File: src/hdl/cdr_consts.svh
`ifndef CDR_CONSTS_SVH
`define CDR_CONSTS_SVH
// Register byte offsets
`define CDR_OFF_LOOP 12'h000
`define CDR_OFF_BUF 12'h004
`define CDR_OFF_STAT 12'h008
// Loop control fields
`define CDR_TC_LSB 0
`define CDR_BW_LSB 4
`define CDR_LIM_LSB 8
`define CDR_DLG_LSB 12
`define CDR_HALF_RATE_SEL_BIT 16
`define CDR_QUARTER_RATE_SEL_BIT 17
`define CDR_ALIGN_BIT 20
`define CDR_LOOP_MASK 32'h0013_3777
// Input buffer fields
`define CDR_TERM_BIT 0
`define CDR_FX_BIT 1
`define CDR_OFFAC_BIT 2
`define CDR_OFFDC_BIT 3
`define CDR_THR_LSB 8
`define CDR_BUF_MASK 32'h0000_070f
// Status fields
`define CDR_ST_FREQ_LSB 8
`define CDR_ST_PPM_LSB 16
`define CDR_ST_TCOK_BIT 28
`define CDR_ST_BWOK_BIT 29
// Reset values: time constant 5, bandwidth 5, limit 3, guard 1, full rate
`define CDR_LOOP_RST 32'h0000_1355
// Offset compensation on, level threshold 4
`define CDR_BUF_RST 32'h0000_040c
// Lowest legal codes per rate
`define CDR_TC_MIN_FULL 3'h3
`define CDR_TC_MIN_HALF 3'h2
`define CDR_TC_MIN_QUARTER 3'h1
`define CDR_BW_MIN_FULL 3'h4
`define CDR_BW_MIN_HALF 3'h3
`define CDR_BW_MIN_QUARTER 3'h2
// Loop update divider and integrator scaling
`define CDR_TICK_DIV 8'h04
`define CDR_INTEG_BASE_SHIFT 4'h5
`define CDR_ROT_STEPS 128
`endif

File: src/hdl/cdr_pkg.sv
package cdr_pkg;
  typedef enum logic [0:0] {
    CDR_BUS_IDLE = 1'b0,
    CDR_BUS_ACK = 1'b1
  } cdr_bus_type;

  typedef struct packed {
    cdr_bus_type bus;
    logic pready;
    logic pslverr;
    logic [31:0] prdata;
    logic [31:0] loop_reg;
    logic [31:0] buf_reg;
    logic [7:0] div_cnt;
    logic [14:0] phase_acc;
    logic [6:0] ser_phase;
  } cdr_main_type;

  typedef struct packed {
    logic [15:0] acc;
    logic [7:0] freq;
  } cdr_integ_type;
endpackage : cdr_pkg

File: src/hdl/cdr_sync.sv
`timescale 1ns/1ps
`default_nettype none
module cdr_sync #(
  parameter int W = 2
) (
  input wire logic pclk,
  input wire logic presetn,
  input wire logic [W-1:0] async_in,
  output logic [W-1:0] sync_out
);
  typedef struct packed {
    logic [W-1:0] s1;
    logic [W-1:0] s2;
  } cdr_sync_type;
  cdr_sync_type cur;
  cdr_sync_type next_cur;

  // Two stages; only the second stage is read
  always_comb begin
    next_cur.s1 = async_in;
    next_cur.s2 = cur.s1;
  end

  always_ff @(posedge pclk or negedge presetn) begin
    if (!presetn) begin
      cur <= '0;
    end else begin
      cur <= next_cur;
    end
  end

  assign sync_out = cur.s2;
endmodule : cdr_sync
`default_nettype wire

File: src/hdl/cdr_integ.sv
`timescale 1ns/1ps
`default_nettype none
`include "cdr_consts.svh"
module cdr_integ import cdr_pkg::*; (
  input wire logic pclk,
  input wire logic presetn,
  input wire logic tick,
  input wire logic vote_up,
  input wire logic vote_dn,
  input wire logic [3:0] shift,
  input wire logic [7:0] limit,
  output logic [7:0] freq
);
  cdr_integ_type cur;
  cdr_integ_type next_cur;
  logic signed [15:0] acc_n;
  logic signed [15:0] thr;
  logic signed [8:0] lim_s;
  logic signed [8:0] f_n;

  // Net votes build up until the threshold, then the frequency word steps
  always_comb begin
    next_cur = cur;
    thr = $signed(16'h0001 << (shift + `CDR_INTEG_BASE_SHIFT));
    lim_s = $signed({1'b0, limit});
    acc_n = $signed(cur.acc);
    f_n = $signed({cur.freq[7], cur.freq});
    if (tick) begin
      if (vote_up && !vote_dn) begin
        acc_n = acc_n + 16'sd1;
      end else if (vote_dn && !vote_up) begin
        acc_n = acc_n - 16'sd1;
      end
      if (acc_n >= thr) begin
        f_n = f_n + 9'sd1;
        acc_n = 16'sd0;
      end else if (acc_n <= -thr) begin
        f_n = f_n - 9'sd1;
        acc_n = 16'sd0;
      end
    end
    // Saturate at the programmed bounds
    if (f_n > lim_s) begin
      f_n = lim_s;
    end else if (f_n < -lim_s) begin
      f_n = -lim_s;
    end
    next_cur.acc = acc_n;
    next_cur.freq = f_n[7:0];
  end

  always_ff @(posedge pclk or negedge presetn) begin
    if (!presetn) begin
      cur <= '0;
    end else begin
      cur <= next_cur;
    end
  end

  assign freq = cur.freq;

  a_integ_bound: assert property (@(posedge pclk) disable iff (!presetn)
    ($signed(freq) <= $signed({1'b0, $past(limit)}))
    && ($signed(freq) >= -$signed({1'b0, $past(limit)})))
    else $error("integrator outside its bounds");

  a_integ_step: assert property (@(posedge pclk) disable iff (!presetn)
    $stable(limit) && !tick |=> $stable(freq))
    else $error("integrator moved without a tick");
endmodule : cdr_integ
`default_nettype wire

File: src/hdl/cdr_phase_loop.sv
`timescale 1ns/1ps
`default_nettype none
`include "cdr_consts.svh"
module cdr_phase_loop import cdr_pkg::*; (
  input wire logic pclk,
  input wire logic presetn,
  input wire logic psel,
  input wire logic penable,
  input wire logic pwrite,
  input wire logic [11:0] paddr,
  input wire logic [31:0] pwdata,
  output logic pready,
  output logic [31:0] prdata,
  output logic pslverr,
  input wire logic pd_early,
  input wire logic pd_late,
  output logic [6:0] rot_phase,
  output logic [6:0] ser_phase,
  output logic ser_phase_align_ena,
  output logic half_rate_sel,
  output logic quarter_rate_sel,
  output logic cm_term_ena,
  output logic ib_fx_mode_ena,
  output logic offset_comp_ac_ena,
  output logic offset_comp_dc_ena,
  output logic [2:0] level_detect_thresh
);
  // Reset image: loop and buffer registers at their defaults, bus idle
  localparam cdr_main_type CDR_MAIN_RST = '{
    bus: CDR_BUS_IDLE,
    pready: 1'b0,
    pslverr: 1'b0,
    prdata: 32'h0000_0000,
    loop_reg: `CDR_LOOP_RST,
    buf_reg: `CDR_BUF_RST,
    div_cnt: 8'h00,
    phase_acc: 15'h0000,
    ser_phase: 7'h00
  };

  // Whole block state and its next value
  cdr_main_type cur;
  cdr_main_type next_cur;
  logic [1:0] votes;
  logic [7:0] freq;
  logic tick;
  logic [2:0] tc_raw;
  logic [2:0] bw_raw;
  logic [2:0] tc_eff;
  logic [2:0] bw_eff;
  logic [2:0] lim_code;
  logic [1:0] guard;
  logic [3:0] integ_shift;
  logic [7:0] integ_limit;
  logic [14:0] prop_frac;
  logic [14:0] delta;
  logic [10:0] ppm_limit;
  logic tc_ok;
  logic bw_ok;
  logic unmapped;
  logic ro_write;
  logic [31:0] rd_word;

  // Lowest legal time constant for the selected rate
  function automatic logic [2:0] cdr_tc_min(input logic h, input logic q);
    cdr_tc_min = q ? `CDR_TC_MIN_QUARTER : (h ? `CDR_TC_MIN_HALF : `CDR_TC_MIN_FULL);
  endfunction : cdr_tc_min

  // Lowest legal bandwidth code for the selected rate
  function automatic logic [2:0] cdr_bw_min(input logic h, input logic q);
    cdr_bw_min = q ? `CDR_BW_MIN_QUARTER : (h ? `CDR_BW_MIN_HALF : `CDR_BW_MIN_FULL);
  endfunction : cdr_bw_min

  // Raise a code to its floor
  function automatic logic [2:0] cdr_floor(input logic [2:0] v, input logic [2:0] lo);
    cdr_floor = (v < lo) ? lo : v;
  endfunction : cdr_floor

  // Compensation limit in ppm by steps above the fastest code
  function automatic logic [10:0] cdr_ppm(input logic [2:0] steps);
    case (steps)
      3'h0: cdr_ppm = 11'd1953;
      3'h1: cdr_ppm = 11'd977;
      3'h2: cdr_ppm = 11'd488;
      3'h3: cdr_ppm = 11'd244;
      3'h4: cdr_ppm = 11'd122;
      default: cdr_ppm = 11'd61;
    endcase
  endfunction : cdr_ppm

  // Phase detector votes come from the sampler and are resynchronised
  cdr_sync #(
    .W(2)
  ) u_vote_sync (
    .pclk(pclk),
    .presetn(presetn),
    .async_in({pd_early, pd_late}),
    .sync_out(votes)
  );

  // Integral path with its own time constant and bounds
  cdr_integ u_integ (
    .pclk(pclk),
    .presetn(presetn),
    .tick(tick),
    .vote_up(votes[0]),
    .vote_dn(votes[1]),
    .shift(integ_shift),
    .limit(integ_limit),
    .freq(freq)
  );

  // Effective loop settings, clamped to the legal range of the rate
  // Illegal codes run at the floor and read back as cleared flags in status
  always_comb begin
    tc_raw = cur.loop_reg[`CDR_TC_LSB +: 3];
    bw_raw = cur.loop_reg[`CDR_BW_LSB +: 3];
    lim_code = cur.loop_reg[`CDR_LIM_LSB +: 3];
    guard = cur.loop_reg[`CDR_DLG_LSB +: 2];
    tc_eff = cdr_floor(tc_raw, cdr_tc_min(half_rate_sel, quarter_rate_sel));
    bw_eff = cdr_floor(bw_raw, cdr_bw_min(half_rate_sel, quarter_rate_sel));
    tc_ok = (tc_eff == tc_raw);
    bw_ok = (bw_eff == bw_raw);
    ppm_limit = cdr_ppm(bw_eff - cdr_bw_min(half_rate_sel, quarter_rate_sel));
    // Integration exponent follows time constant plus one minus bandwidth
    if ({1'b0, tc_eff} + 4'h1 > {1'b0, bw_eff}) begin
      integ_shift = {1'b0, tc_eff} + 4'h1 - {1'b0, bw_eff};
    end else begin
      integ_shift = 4'h0;
    end
    integ_limit = (8'h01 << lim_code) - 8'h01;
    // Proportional step: lowest code gives the largest step per vote
    prop_frac = 15'h0100 << (3'h7 - bw_eff);
  end

  // Loop update rate
  // Free-running divider; the loop only moves on its one-cycle tick
  assign tick = (cur.div_cnt == `CDR_TICK_DIV - 8'h01);

  // Sum of proportional, integral and guard contributions per update
  // Both votes high cancel out; the late vote advances, the early one retards
  always_comb begin
    delta = {{7{freq[7]}}, freq};
    if (votes[0] && !votes[1]) begin
      delta = delta + prop_frac;
    end else if (votes[1] && !votes[0]) begin
      delta = delta - prop_frac;
    end
    delta = delta + {13'h0000, guard};
  end

  // Register decode
  // Status is read-only, so a write there is refused like an unmapped address
  always_comb begin
    unmapped = 1'b1;
    ro_write = 1'b0;
    rd_word = 32'h0000_0000;
    case (paddr)
      `CDR_OFF_LOOP: begin
        unmapped = 1'b0;
        rd_word = cur.loop_reg;
      end
      `CDR_OFF_BUF: begin
        unmapped = 1'b0;
        rd_word = cur.buf_reg;
      end
      `CDR_OFF_STAT: begin
        unmapped = 1'b0;
        ro_write = pwrite;
        rd_word[6:0] = rot_phase;
        rd_word[`CDR_ST_FREQ_LSB +: 8] = freq;
        rd_word[`CDR_ST_PPM_LSB +: 11] = ppm_limit;
        rd_word[`CDR_ST_TCOK_BIT] = tc_ok;
        rd_word[`CDR_ST_BWOK_BIT] = bw_ok;
      end
      default: begin
        unmapped = 1'b1;
      end
    endcase
  end

  // Bus slave, divider, phase accumulator and serializer alignment
  // A write lands on the edge ending the answer cycle, where the master samples ready
  always_comb begin
    next_cur = cur;
    case (cur.bus)
      CDR_BUS_IDLE: begin
        if (psel && penable) begin
          next_cur.bus = CDR_BUS_ACK;
          next_cur.pready = 1'b1;
          next_cur.pslverr = unmapped || ro_write;
          next_cur.prdata = pwrite ? 32'h0000_0000 : rd_word;
        end
      end
      CDR_BUS_ACK: begin
        next_cur.bus = CDR_BUS_IDLE;
        next_cur.pready = 1'b0;
        next_cur.pslverr = 1'b0;
        next_cur.prdata = 32'h0000_0000;
        if (psel && penable && pwrite && !cur.pslverr) begin
          if (paddr == `CDR_OFF_LOOP) begin
            next_cur.loop_reg = pwdata & `CDR_LOOP_MASK;
          end else if (paddr == `CDR_OFF_BUF) begin
            next_cur.buf_reg = pwdata & `CDR_BUF_MASK;
          end
        end
      end
      default: begin
        next_cur.bus = CDR_BUS_IDLE;
        next_cur.pready = 1'b0;
      end
    endcase
    next_cur.div_cnt = tick ? 8'h00 : cur.div_cnt + 8'h01;
    if (tick) begin
      next_cur.phase_acc = cur.phase_acc + delta;
    end
    // Serializer follows the recovered phase while alignment is on
    if (ser_phase_align_ena) begin
      next_cur.ser_phase = rot_phase;
    end
  end

  always_ff @(posedge pclk or negedge presetn) begin
    if (!presetn) begin
      cur <= CDR_MAIN_RST;
    end else begin
      cur <= next_cur;
    end
  end

  // Outputs straight from state
  assign pready = cur.pready;
  assign prdata = cur.prdata;
  assign pslverr = cur.pslverr;
  assign rot_phase = cur.phase_acc[14:8];
  assign ser_phase = cur.ser_phase;
  assign ser_phase_align_ena = cur.loop_reg[`CDR_ALIGN_BIT];
  assign half_rate_sel = cur.loop_reg[`CDR_HALF_RATE_SEL_BIT];
  assign quarter_rate_sel = cur.loop_reg[`CDR_QUARTER_RATE_SEL_BIT];
  assign cm_term_ena = cur.buf_reg[`CDR_TERM_BIT];
  assign ib_fx_mode_ena = cur.buf_reg[`CDR_FX_BIT];
  assign offset_comp_ac_ena = cur.buf_reg[`CDR_OFFAC_BIT];
  assign offset_comp_dc_ena = cur.buf_reg[`CDR_OFFDC_BIT];
  assign level_detect_thresh = cur.buf_reg[`CDR_THR_LSB +: 3];

  a_prop_dominates: assert property (@(posedge pclk) disable iff (!presetn)
    {7'h00, integ_limit} < prop_frac)
    else $error("integrator bound not below proportional step");

  a_tc_range: assert property (@(posedge pclk) disable iff (!presetn)
    (tc_eff >= cdr_tc_min(half_rate_sel, quarter_rate_sel)) && ((tc_raw < 3'h3) || tc_ok))
    else $error("time constant outside legal range");

  a_ppm_fastest: assert property (@(posedge pclk) disable iff (!presetn)
    (bw_raw <= cdr_bw_min(half_rate_sel, quarter_rate_sel)) |-> (ppm_limit == 11'd1953))
    else $error("fastest code does not report 1953 ppm");

  a_bw_speed: assert property (@(posedge pclk) disable iff (!presetn)
    (bw_eff == 3'h7) |-> (prop_frac == 15'h0100))
    else $error("slowest bandwidth step wrong");

  a_guard_moves: assert property (@(posedge pclk) disable iff (!presetn)
    tick && (votes == 2'b00) && (freq == 8'h00) && (guard != 2'h0)
    |=> cur.phase_acc == $past(cur.phase_acc) + {13'h0000, $past(guard)})
    else $error("guard offset not applied");

  a_guard_idle: assert property (@(posedge pclk) disable iff (!presetn)
    tick && (votes == 2'b00) && (freq == 8'h00) && (guard == 2'h0) |=> $stable(cur.phase_acc))
    else $error("phase drifted with guard off");

  a_align_hold: assert property (@(posedge pclk) disable iff (!presetn)
    !ser_phase_align_ena |=> $stable(ser_phase))
    else $error("serializer phase moved without alignment");

  a_integ_rate: assert property (@(posedge pclk) disable iff (!presetn)
    (tc_eff + 3'h1 == bw_eff) |-> (integ_shift == 4'h0))
    else $error("integration exponent wrong");

  // Bus answer: one-cycle ready, error and data only beside it
  a_ready_pulse: assert property (@(posedge pclk) disable iff (!presetn)
    pready |=> !pready)
    else $error("ready held longer than one cycle");

  a_ready_answer: assert property (@(posedge pclk) disable iff (!presetn)
    psel && penable && !pready |=> pready)
    else $error("access not answered in the next cycle");

  a_err_ready: assert property (@(posedge pclk) disable iff (!presetn)
    pslverr |-> pready)
    else $error("error shown without ready");

  a_rdata_idle: assert property (@(posedge pclk) disable iff (!presetn)
    !pready |-> (prdata == 32'h0000_0000))
    else $error("read data not zero outside an answer");

  // Writes land on the answering edge; refused ones leave both registers alone
  a_loop_write: assert property (@(posedge pclk) disable iff (!presetn)
    pready && psel && penable && pwrite && !pslverr && (paddr == `CDR_OFF_LOOP)
    |=> cur.loop_reg == ($past(pwdata) & `CDR_LOOP_MASK))
    else $error("loop register write lost");

  a_buf_write: assert property (@(posedge pclk) disable iff (!presetn)
    pready && psel && penable && pwrite && !pslverr && (paddr == `CDR_OFF_BUF)
    |=> cur.buf_reg == ($past(pwdata) & `CDR_BUF_MASK))
    else $error("buffer register write lost");

  a_refused_keep: assert property (@(posedge pclk) disable iff (!presetn)
    pready && pslverr |=> $stable(cur.loop_reg) && $stable(cur.buf_reg))
    else $error("refused access changed a register");

  // Loop cadence, vote path, serializer tracking and bandwidth floor
  a_tick_period: assert property (@(posedge pclk) disable iff (!presetn)
    tick |-> ##4 tick)
    else $error("loop update period wrong");

  a_vote_sync: assert property (@(posedge pclk) disable iff (!presetn)
    (votes[1] == $past(pd_early, 2)) && (votes[0] == $past(pd_late, 2)))
    else $error("vote synchroniser latency wrong");

  a_ser_follow: assert property (@(posedge pclk) disable iff (!presetn)
    ser_phase_align_ena |=> (ser_phase == $past(rot_phase)))
    else $error("serializer phase not following the loop");

  a_bw_floor: assert property (@(posedge pclk) disable iff (!presetn)
    bw_eff >= cdr_bw_min(half_rate_sel, quarter_rate_sel))
    else $error("bandwidth code below the rate floor");
endmodule : cdr_phase_loop
`default_nettype wire

File: config.mk
export PLATFORM = sky130hd
export DESIGN_NAME = cdr_phase_loop
export DESIGN_NICKNAME = d
export VERILOG_FILES = /design/src/hdl/cdr_pkg.sv /design/src/hdl/cdr_sync.sv /design/src/hdl/cdr_integ.sv /design/src/hdl/cdr_phase_loop.sv
export VERILOG_INCLUDE_DIRS = /design/src /design/src/hdl
export SDC_FILE = /design/constraint.sdc
export NUM_CORES = 1
export LEC_CHECK = 0
export BUFFER_PORTS_ARGS = -buffer_cell sky130_fd_sc_hd__buf_2
export CAP_MARGIN = 20
export CORE_UTILIZATION = 60
export DETAILED_ROUTE_END_ITERATION = 7
export PLACE_DENSITY = 0.84
export SYNTH_ARGS = -nofsm -noshare
export SYNTH_HDL_FRONTEND = slang
export SYNTH_SLANG_ARGS = --single-unit
File: constraint.sdc
create_clock -name pclk -period 15.5 [get_ports pclk]
set_clock_uncertainty 0.2 [all_clocks]
set_input_delay 3.1 -clock pclk [delete_from_list [all_inputs] [get_ports pclk]]
set_output_delay 3.1 -clock pclk [all_outputs]
set_load 0.005 [all_outputs]
==> summary.md, run 1 <==
| Metric | Value |
|---|---|
| Synth top area share | 26.80% |
| Mapped Area | 0.009339 mm^2 |
| Worst-Skew Late Latency | 0.37 ns |
| Outcome | complete, no violations |
| Clock Power Share | 16.5% |
| TritonCTS clock tree | built |
| Post-route cell area | 0.009816 mm^2 |
| IO Port Bufs | 87 |
| Routability Congestion | 0.9059 |
| Routed WL per cell | 16.31 um |
| Hold Crit Class | flop to flop |
| Synth Warn # | 0 |
| Cell variety after synth | 78 |
| Grt met3 use | 4.639% |
| VDD IR max | 0.0001138 V |
| PD cells | 150.2 mW/mm^2 |
| Resize count post-CTS | 0 |
| RSZ-0062 raised after global routing | no |
| Layout cell share with drive strength beyond 1 | 15.27% |
| Final non-filler cell total | 1295 |
| Num CTS Buffers | 9 |
| CTS Root Cell | clkbuf_16 |
| Mapped Avg Cell Area | 8.576 um^2 |
| Number of synthesized flops with an enable pin | 0 |
| Flop pwr share | 26.8% |
| Met2 usage | 46.44% |
| P&R area growth vs syn | 5.104% |
| FF+latch count, synth | 110 |
| # rows | 45 |
| Clock Sinks | 110 |
| Final setup violation count | 0 |
| Grt ovf | 0 |
| F_max | 99.30 MHz |
| Core box area | 0.01520 mm^2 |
| # Max-Cap Violations | 0 |
| Die ar. | 0.01607 mm^2 |
| Cell total after placement | 1278 |
| Register area share after synthesis | 29.61% |
| Psw | 667.4 uW |
| Setup ws final | 5.429 ns |
| Placed cell area | 0.009494 mm^2 |
| N_diodes | 0 |
| Antenna Nets Post-Route | 0 |
| Top post-synthesis cells by area | dfrtp_1 (27%), ha_1 (14%), nand2_1 (5.8%) |
| Multi-input logic area | 0.005801 mm^2 |
| Transition time of the tightest slew-check pin | 0.9631 ns |
| Total track usage | 27.53% |
| Setup tns final | 0 ns |
| Post-CTS Hold Fix Bufs | 0 |
| Nets | 1263 |
| GR Util met1 | 35.81% |
| Max-slew violations | 0 |
| Hold slack | 0.1556 ns |
| Worst Path Max Fanout | 16 |
| CP max stage cell | dfrtp_1 |
| Die X | 126.8 um |
| Top FF cell, synth | dfrtp_1 |
| Die height | 126.8 um |
| DRT iter0 DRCs | 544 |
| Sw frac | 45.27% |
| Pre-CTS WS | 5.661 ns |
| Vias in the first global route | 7493 |
| Worst Setup Start Kind | flop |
| Critical path class | flop to flop |
| Syn Inst Count | 1089 |
| Fin crit share | 64.97% |
| IO Count | 109 |
| Critical path capture point type | flop |
| Clock Tree Buf Depth | 2 |
| Slew headroom | 35.79% |
| Storage element area | 0.002765 mm^2 |
| Design Power | 1.474 mW |
| Final number of hold-violating endpoints | 0 |
| Comb power frac | 56.8% |
| Busiest grt layer | met2 |
| WL final | 21.12 mm |
| Layout Utilization | 64.57% |
| Pint | 806.8 uW |
| Post-CTS Setup Bufs | 0 |
| Critical path's largest stage delay | 0.53 ns |
| Residual DRC count | 0 |
| FFs w/ async S/R, synth | 100.0% |
| Worst path required time | 15.55 ns |
| Initial Util | 61.43% |
| Clk slew on worst S/H paths | 0.08 ns |
| Antenna violations before repair | 0 |
| H-tree depth | 3 |
| Detailed Place HPWL | 15.98 mm |
| Leakage | 4.822 nW |
| Global-route wire length before repair | 35.69 mm |
| Drt first pass iters | 8 |
| DR vias/cell | 6.079 |
| Post-route minimum period | 10.07 ns |
| Largest net degree at the start of global routing | 76 |
| Leading area contributor after synthesis | dfrtp_1 |
| Vias | 7872 |
| Fillers | 1232 |
| CP Data Arrival Time | 10.12 ns |
[state kept, by name, summed over array words and instances (netlist names), 2 cells and up]
signal / cells
prdata: 28
cur: 25
u_integ.cur: 16
u_integ.freq: 8
rot_phase: 7
ser_phase: 7
bw_raw: 3
level_detect_thresh: 3
u_vote_sync.cur: 2
u_vote_sync.sync_out: 2
[power by group through the flow]
| stage | Sequential, mW | Combinational [mW] | Clock (mW) |
|---|---|---|---|
| 2_1_floorplan | 0.368 | 0.687 | 0 |
| 3_3_place_gp | 0.397 | 0.787 | 0 |
| 3_5_place_dp | 0.398 | 0.817 | 0 |
| 4_1_cts | 0.393 | 0.826 | 0.247 |
| 5_1_grt | 0.403 | 0.947 | 0.259 |
| 6_report | 0.395 | 0.837 | 0.243 |
[placed cells by master, fill, tap and decap left out, types with 7 or more instances in the layout]
cell,instances
nor3_1,22
mux2i_1,17
o21ai_0,83
xor2_1,27
inv_1,52
nand3_1,22
nor2b_1,13
a22oi_1,8
and3_1,13
a21oi_1,61
nand4_1,13
o31ai_1,9
nand2_1,145
dfrtp_1,100
o21a_1,7
buf_4,9
mux2_2,25
nand2b_1,13
ha_1,104
a211oi_1,7
clkbuf_16,9
buf_2,86
xnor2_1,38
and2_1,7
a31oi_1,9
nor2_1,71
dfstp_2,10
[synth_stat cells, types with 3 or more instances]
| library cell | n |
|---|---|
| a22o_1 | 3 |
| a21o_1 | 6 |
| or4_1 | 4 |
| and2_1 | 7 |
| or3_1 | 6 |
| and3_1 | 13 |
| o31ai_1 | 9 |
| mux2i_1 | 17 |
| or2_2 | 4 |
| nand3b_1 | 4 |
| nor3_1 | 22 |
| mux2_2 | 25 |
| o21ai_0 | 83 |
| ha_1 | 104 |
| nor2_1 | 71 |
| o21a_1 | 7 |
| nand2b_1 | 13 |
| o211ai_1 | 4 |
| nor3b_1 | 6 |
| a221o_1 | 4 |
| a22oi_1 | 8 |
| dfrtp_1 | 100 |
| a211oi_1 | 7 |
| buf_4 | 49 |
| a31oi_1 | 9 |
| a32oi_1 | 4 |
| a221oi_1 | 6 |
| fa_1 | 6 |
| nand3_1 | 22 |
| o22ai_1 | 6 |
| xnor2_1 | 38 |
| clkbuf_1 | 40 |
| o21ai_1 | 3 |
| nor2b_1 | 13 |
| nand4_1 | 13 |
| nand2_1 | 145 |
| nor4_1 | 5 |
| xor2_1 | 27 |
| inv_1 | 52 |
| and3b_1 | 3 |
| dfstp_2 | 10 |
| a21oi_1 | 62 |
[logic make-up (layout without fill, tap and decap cells)]
kind of cell | Yosys count | after routing | synth area share (%)
AOI/OAI and AO/OA | 252 | 252 | 17.47
xor gates and xnor gates | 65 | 65 | 6.096
adders and majority gates | 110 | 110 | 15.22
buffers and inverters | 150 | 164 | 8.481
DFF | 110 | 110 | 29.61
muxes | 42 | 42 | 4.837
other | 1 | 5 | 0.04015
and+or+nand+nor | 359 | 359 | 18.25
[final cells by class]
class	count	area share, %
clock buffer	9	2.294
multi-input combinational	833	59.09
sequential	110	28.17
timing repair buffer	96	5.124
tap	188	2.396
inverter	52	1.989
clock inverter	7	0.9305
[final timing paths]
check | endpoint | slack (ns) | startpoint | depth (start not counted)
worst max-delay path | u_integ.freq[7]$_DFF_PN0_ | 5.43 | quarter_rate_sel$_DFFE_PN0P_ | 41
worst max register to register | u_integ.freq[7]$_DFF_PN0_ | 5.43 | quarter_rate_sel$_DFFE_PN0P_ | 41
max in group asynchronous | u_integ.cur[21]$_DFFE_PN0N_ | 11.30 | presetn | 2
min in group asynchronous | prdata[25]$_DFFE_PN0P_ | 2.47 | presetn | 1
worst min register to register | u_vote_sync.sync_out[0]$_DFF_PN0_ | 0.16 | u_vote_sync.cur[2]$_DFF_PN0_ | 0
worst min-delay path | u_vote_sync.sync_out[0]$_DFF_PN0_ | 0.16 | u_vote_sync.cur[2]$_DFF_PN0_ | 0
[worst max-delay path: cells and delay by family (launching register included)]
kind                     cells  cell delay [ns]
AND/OR/NAND/NOR             15             3.09
flip-flops                   1             0.53
XOR/XNOR                     1             0.17
adder cells (fa/ha/maj)      6             1.94
buffers and inverters        5             0.66
multiplexers                 1             0.37
AO/OA/AOI/OAI               13             2.97
[routing by layer]
metal  share of wire (%)  vias to the layer above
met4                 2.2                        0
met5                   0                        -
met1                  44                     3719
li1                    -                     3836
met2                  49                      277
met3                 5.7                       40
(Power assumes the default switching activity.)
==> run 2, diff against run 1 <==
CORE_UTILIZATION = 54   (was 60)
PLACE_DENSITY = 0.8   (was 0.84)
clock period = 8.65 ns   (was 15.5 ns; I/O delays follow)
==> run 2 against run 1 <==
Net effect: worst setup slack got worse by 5.0 ns; first-iteration DRC count fell by 4.8%; global-route usage fell by 2.6 points; clock power rose by 82%; count of clock-buffer cells in the layout rose by 2; sequential power rose by 80%; sequential share of layout area fell by 0.55 points; cell count rose by 3.5%; critical path depth fell by 2.
==> summary.md, run 2 (same netlist as run 1, synthesis figures left out) <==
| Metric | Value |
|---|---|
| Outcome | complete, no violations |
| Leakage | 4.909 nW |
| Total track usage | 24.88% |
| VDD IR max | 0.0001936 V |
| Clock Sinks | 110 |
| Critical path capture point type | flop |
| F_max | 122.0 MHz |
| Cells on worst reg2reg path | 39 |
| P&R area growth vs syn | 7.195% |
| Number of flip-flops in the largest register | 28 |
| Slew headroom | 29.77% |
| DR vias/cell | 5.885 |
| Final number of hold-violating endpoints | 0 |
| Die X | 133.5 um |
| Worst Setup Start Kind | flop |
| Vias | 7886 |
| Hold Crit Class | flop to flop |
| Antenna violations before repair | 0 |
| Worst-Skew Late Latency | 0.35 ns |
| Routability Congestion | 0.9081 |
| Most common cell after layout, fill and taps aside | nand2_1 |
| Commonest non-fill, non-tap cells in the layout | nand2_1 (145), ha_1 (103), dfrtp_1 (100) |
| CP Data Arrival Time | 8.28 ns |
| Final setup violation count | 0 |
| Residual DRC count | 0 |
| WL final | 21.57 mm |
| Clk slew on worst S/H paths | 0.07 ns |
| Layout Utilization | 59.73% |
| TritonCTS clock tree | built |
| Worst path required time | 8.73 ns |
| Setup tns final | 0 ns |
| IO Count | 109 |
| Vias in the first global route | 7568 |
| Critical path class | flop to flop |
| Drt first pass iters | 5 |
| # rows | 47 |
| Max-slew violations | 0 |
| CTS Root Cell | clkbuf_16 |
| CP max stage cell | fa_1 |
| Transition time of the tightest slew-check pin | 1.051 ns |
| Largest net degree at the start of global routing | 77 |
| Crit-path leading delay family | compound AO/OA/AOI/OAI gates |
| Layout cell share with drive strength beyond 1 | 16.88% |
| H-tree depth | 3 |
| Grt ovf | 0 |
| Clock Tree Buf Depth | 2 |
| DRT iter0 DRCs | 518 |
| N_diodes | 0 |
| Initial Util | 55.72% |
| Post-route minimum period | 8.199 ns |
| Die ar. | 0.01782 mm^2 |
| Worst Path Max Fanout | 11 |
| Fillers | 1416 |
| Nets | 1276 |
| Die height | 133.5 um |
| Core box area | 0.01676 mm^2 |
| # Max-Cap Violations | 0 |
| Hold path depth | 0 |
| Fin crit share | 94.79% |
| CP bufs+invs | 6 |
| Global-route wire length before repair | 35.90 mm |
| Antenna Nets Post-Route | 0 |
| Critical path's largest stage delay | 0.45 ns |
| IO Port Bufs | 87 |
| WP depth | 39 |
| Detailed Place HPWL | 16.45 mm |
| Post-CTS Hold Fix Bufs | 0 |
| Routed WL per cell | 16.09 um |
| PD cells | 266.2 mW/mm^2 |
| Num CTS Buffers | 9 |
==> run 2: worst reg2reg max path, delay by kind of cell, from the launching register on <==
kind | cells | cell delay (ns)
AND/OR/NAND/NOR | 9 | 1.59
flip-flops | 1 | 0.41
AO/OA/AOI/OAI | 17 | 3.22
multiplexers | 1 | 0.34
adder cells (fa/ha/maj) | 6 | 1.70
buffers and inverters | 6 | 0.67
==> run 2: worst paths after layout <==
check | start | to | slack (ns)
worst max-delay path | quarter_rate_sel$_DFFE_PN0P_ | u_integ.freq[5]$_DFF_PN0_ | 0.45
worst min-delay path | u_vote_sync.cur[2]$_DFF_PN0_ | u_vote_sync.sync_out[0]$_DFF_PN0_ | 0.15
worst max register to register | quarter_rate_sel$_DFFE_PN0P_ | u_integ.freq[5]$_DFF_PN0_ | 0.45
worst min register to register | u_vote_sync.cur[2]$_DFF_PN0_ | u_vote_sync.sync_out[0]$_DFF_PN0_ | 0.15
max in group asynchronous | presetn | u_integ.cur[17]$_DFFE_PN0N_ | 5.81
min in group asynchronous | presetn | pready$_DFFE_PN0P_ | 1.10
==> run 2: what timing repair did <==
item | CTS | global route
setup buffers | 0 | 0
setup endpoints to repair | 0 | 8
resized for setup | 0 | 14
endpoints found under the hold margin | 0 | 0
==> run 2: cell type report <==
type	count	area [um^2]	area share, %
multi-input cells	833	5849	58.43
flip-flops and latches	110	2765	27.62
repair buffers	109	608.1	6.074
well taps	220	275.3	2.750
clock buffers	11	242.7	2.425
inverters	52	195.2	1.950
clock inverters	5	75.07	0.7499
==> run 2: metal layers <==
metal	global-route usage, %	routed length, um	vias to the layer above
met3	3.577	867	32
met1	33.06	9743	3798
met4	7.639	388	0
met5	0	0	-
met2	41.87	10560	208
li1	-	-	3848
==> run 2: where the power goes <==
part / internal [mW] / total (mW) / switching (mW)
Sequential: 0.585 / 0.710 / 0.125
Combinational: 0.661 / 1.51 / 0.851
Clock: 0.240 / 0.442 / 0.203
==> run 2: through the flow <==
step	hold WS, ns	std cells	power, mW	area [um^2]	setup WS [ns]
5_1_grt	0.1710	1340	2.892	10010	-0.05070
6_report	0.1545	1340	2.664	10010	0.4507
3_3_place_gp	0.1332	1322	2.135	9624	0.4286
3_5_place_dp	0.1441	1323	2.187	9639	0.2455
2_1_floorplan	0.1312	1093	1.891	9354	0.3661
4_1_cts	0.1579	1339	2.648	9957	0.1309
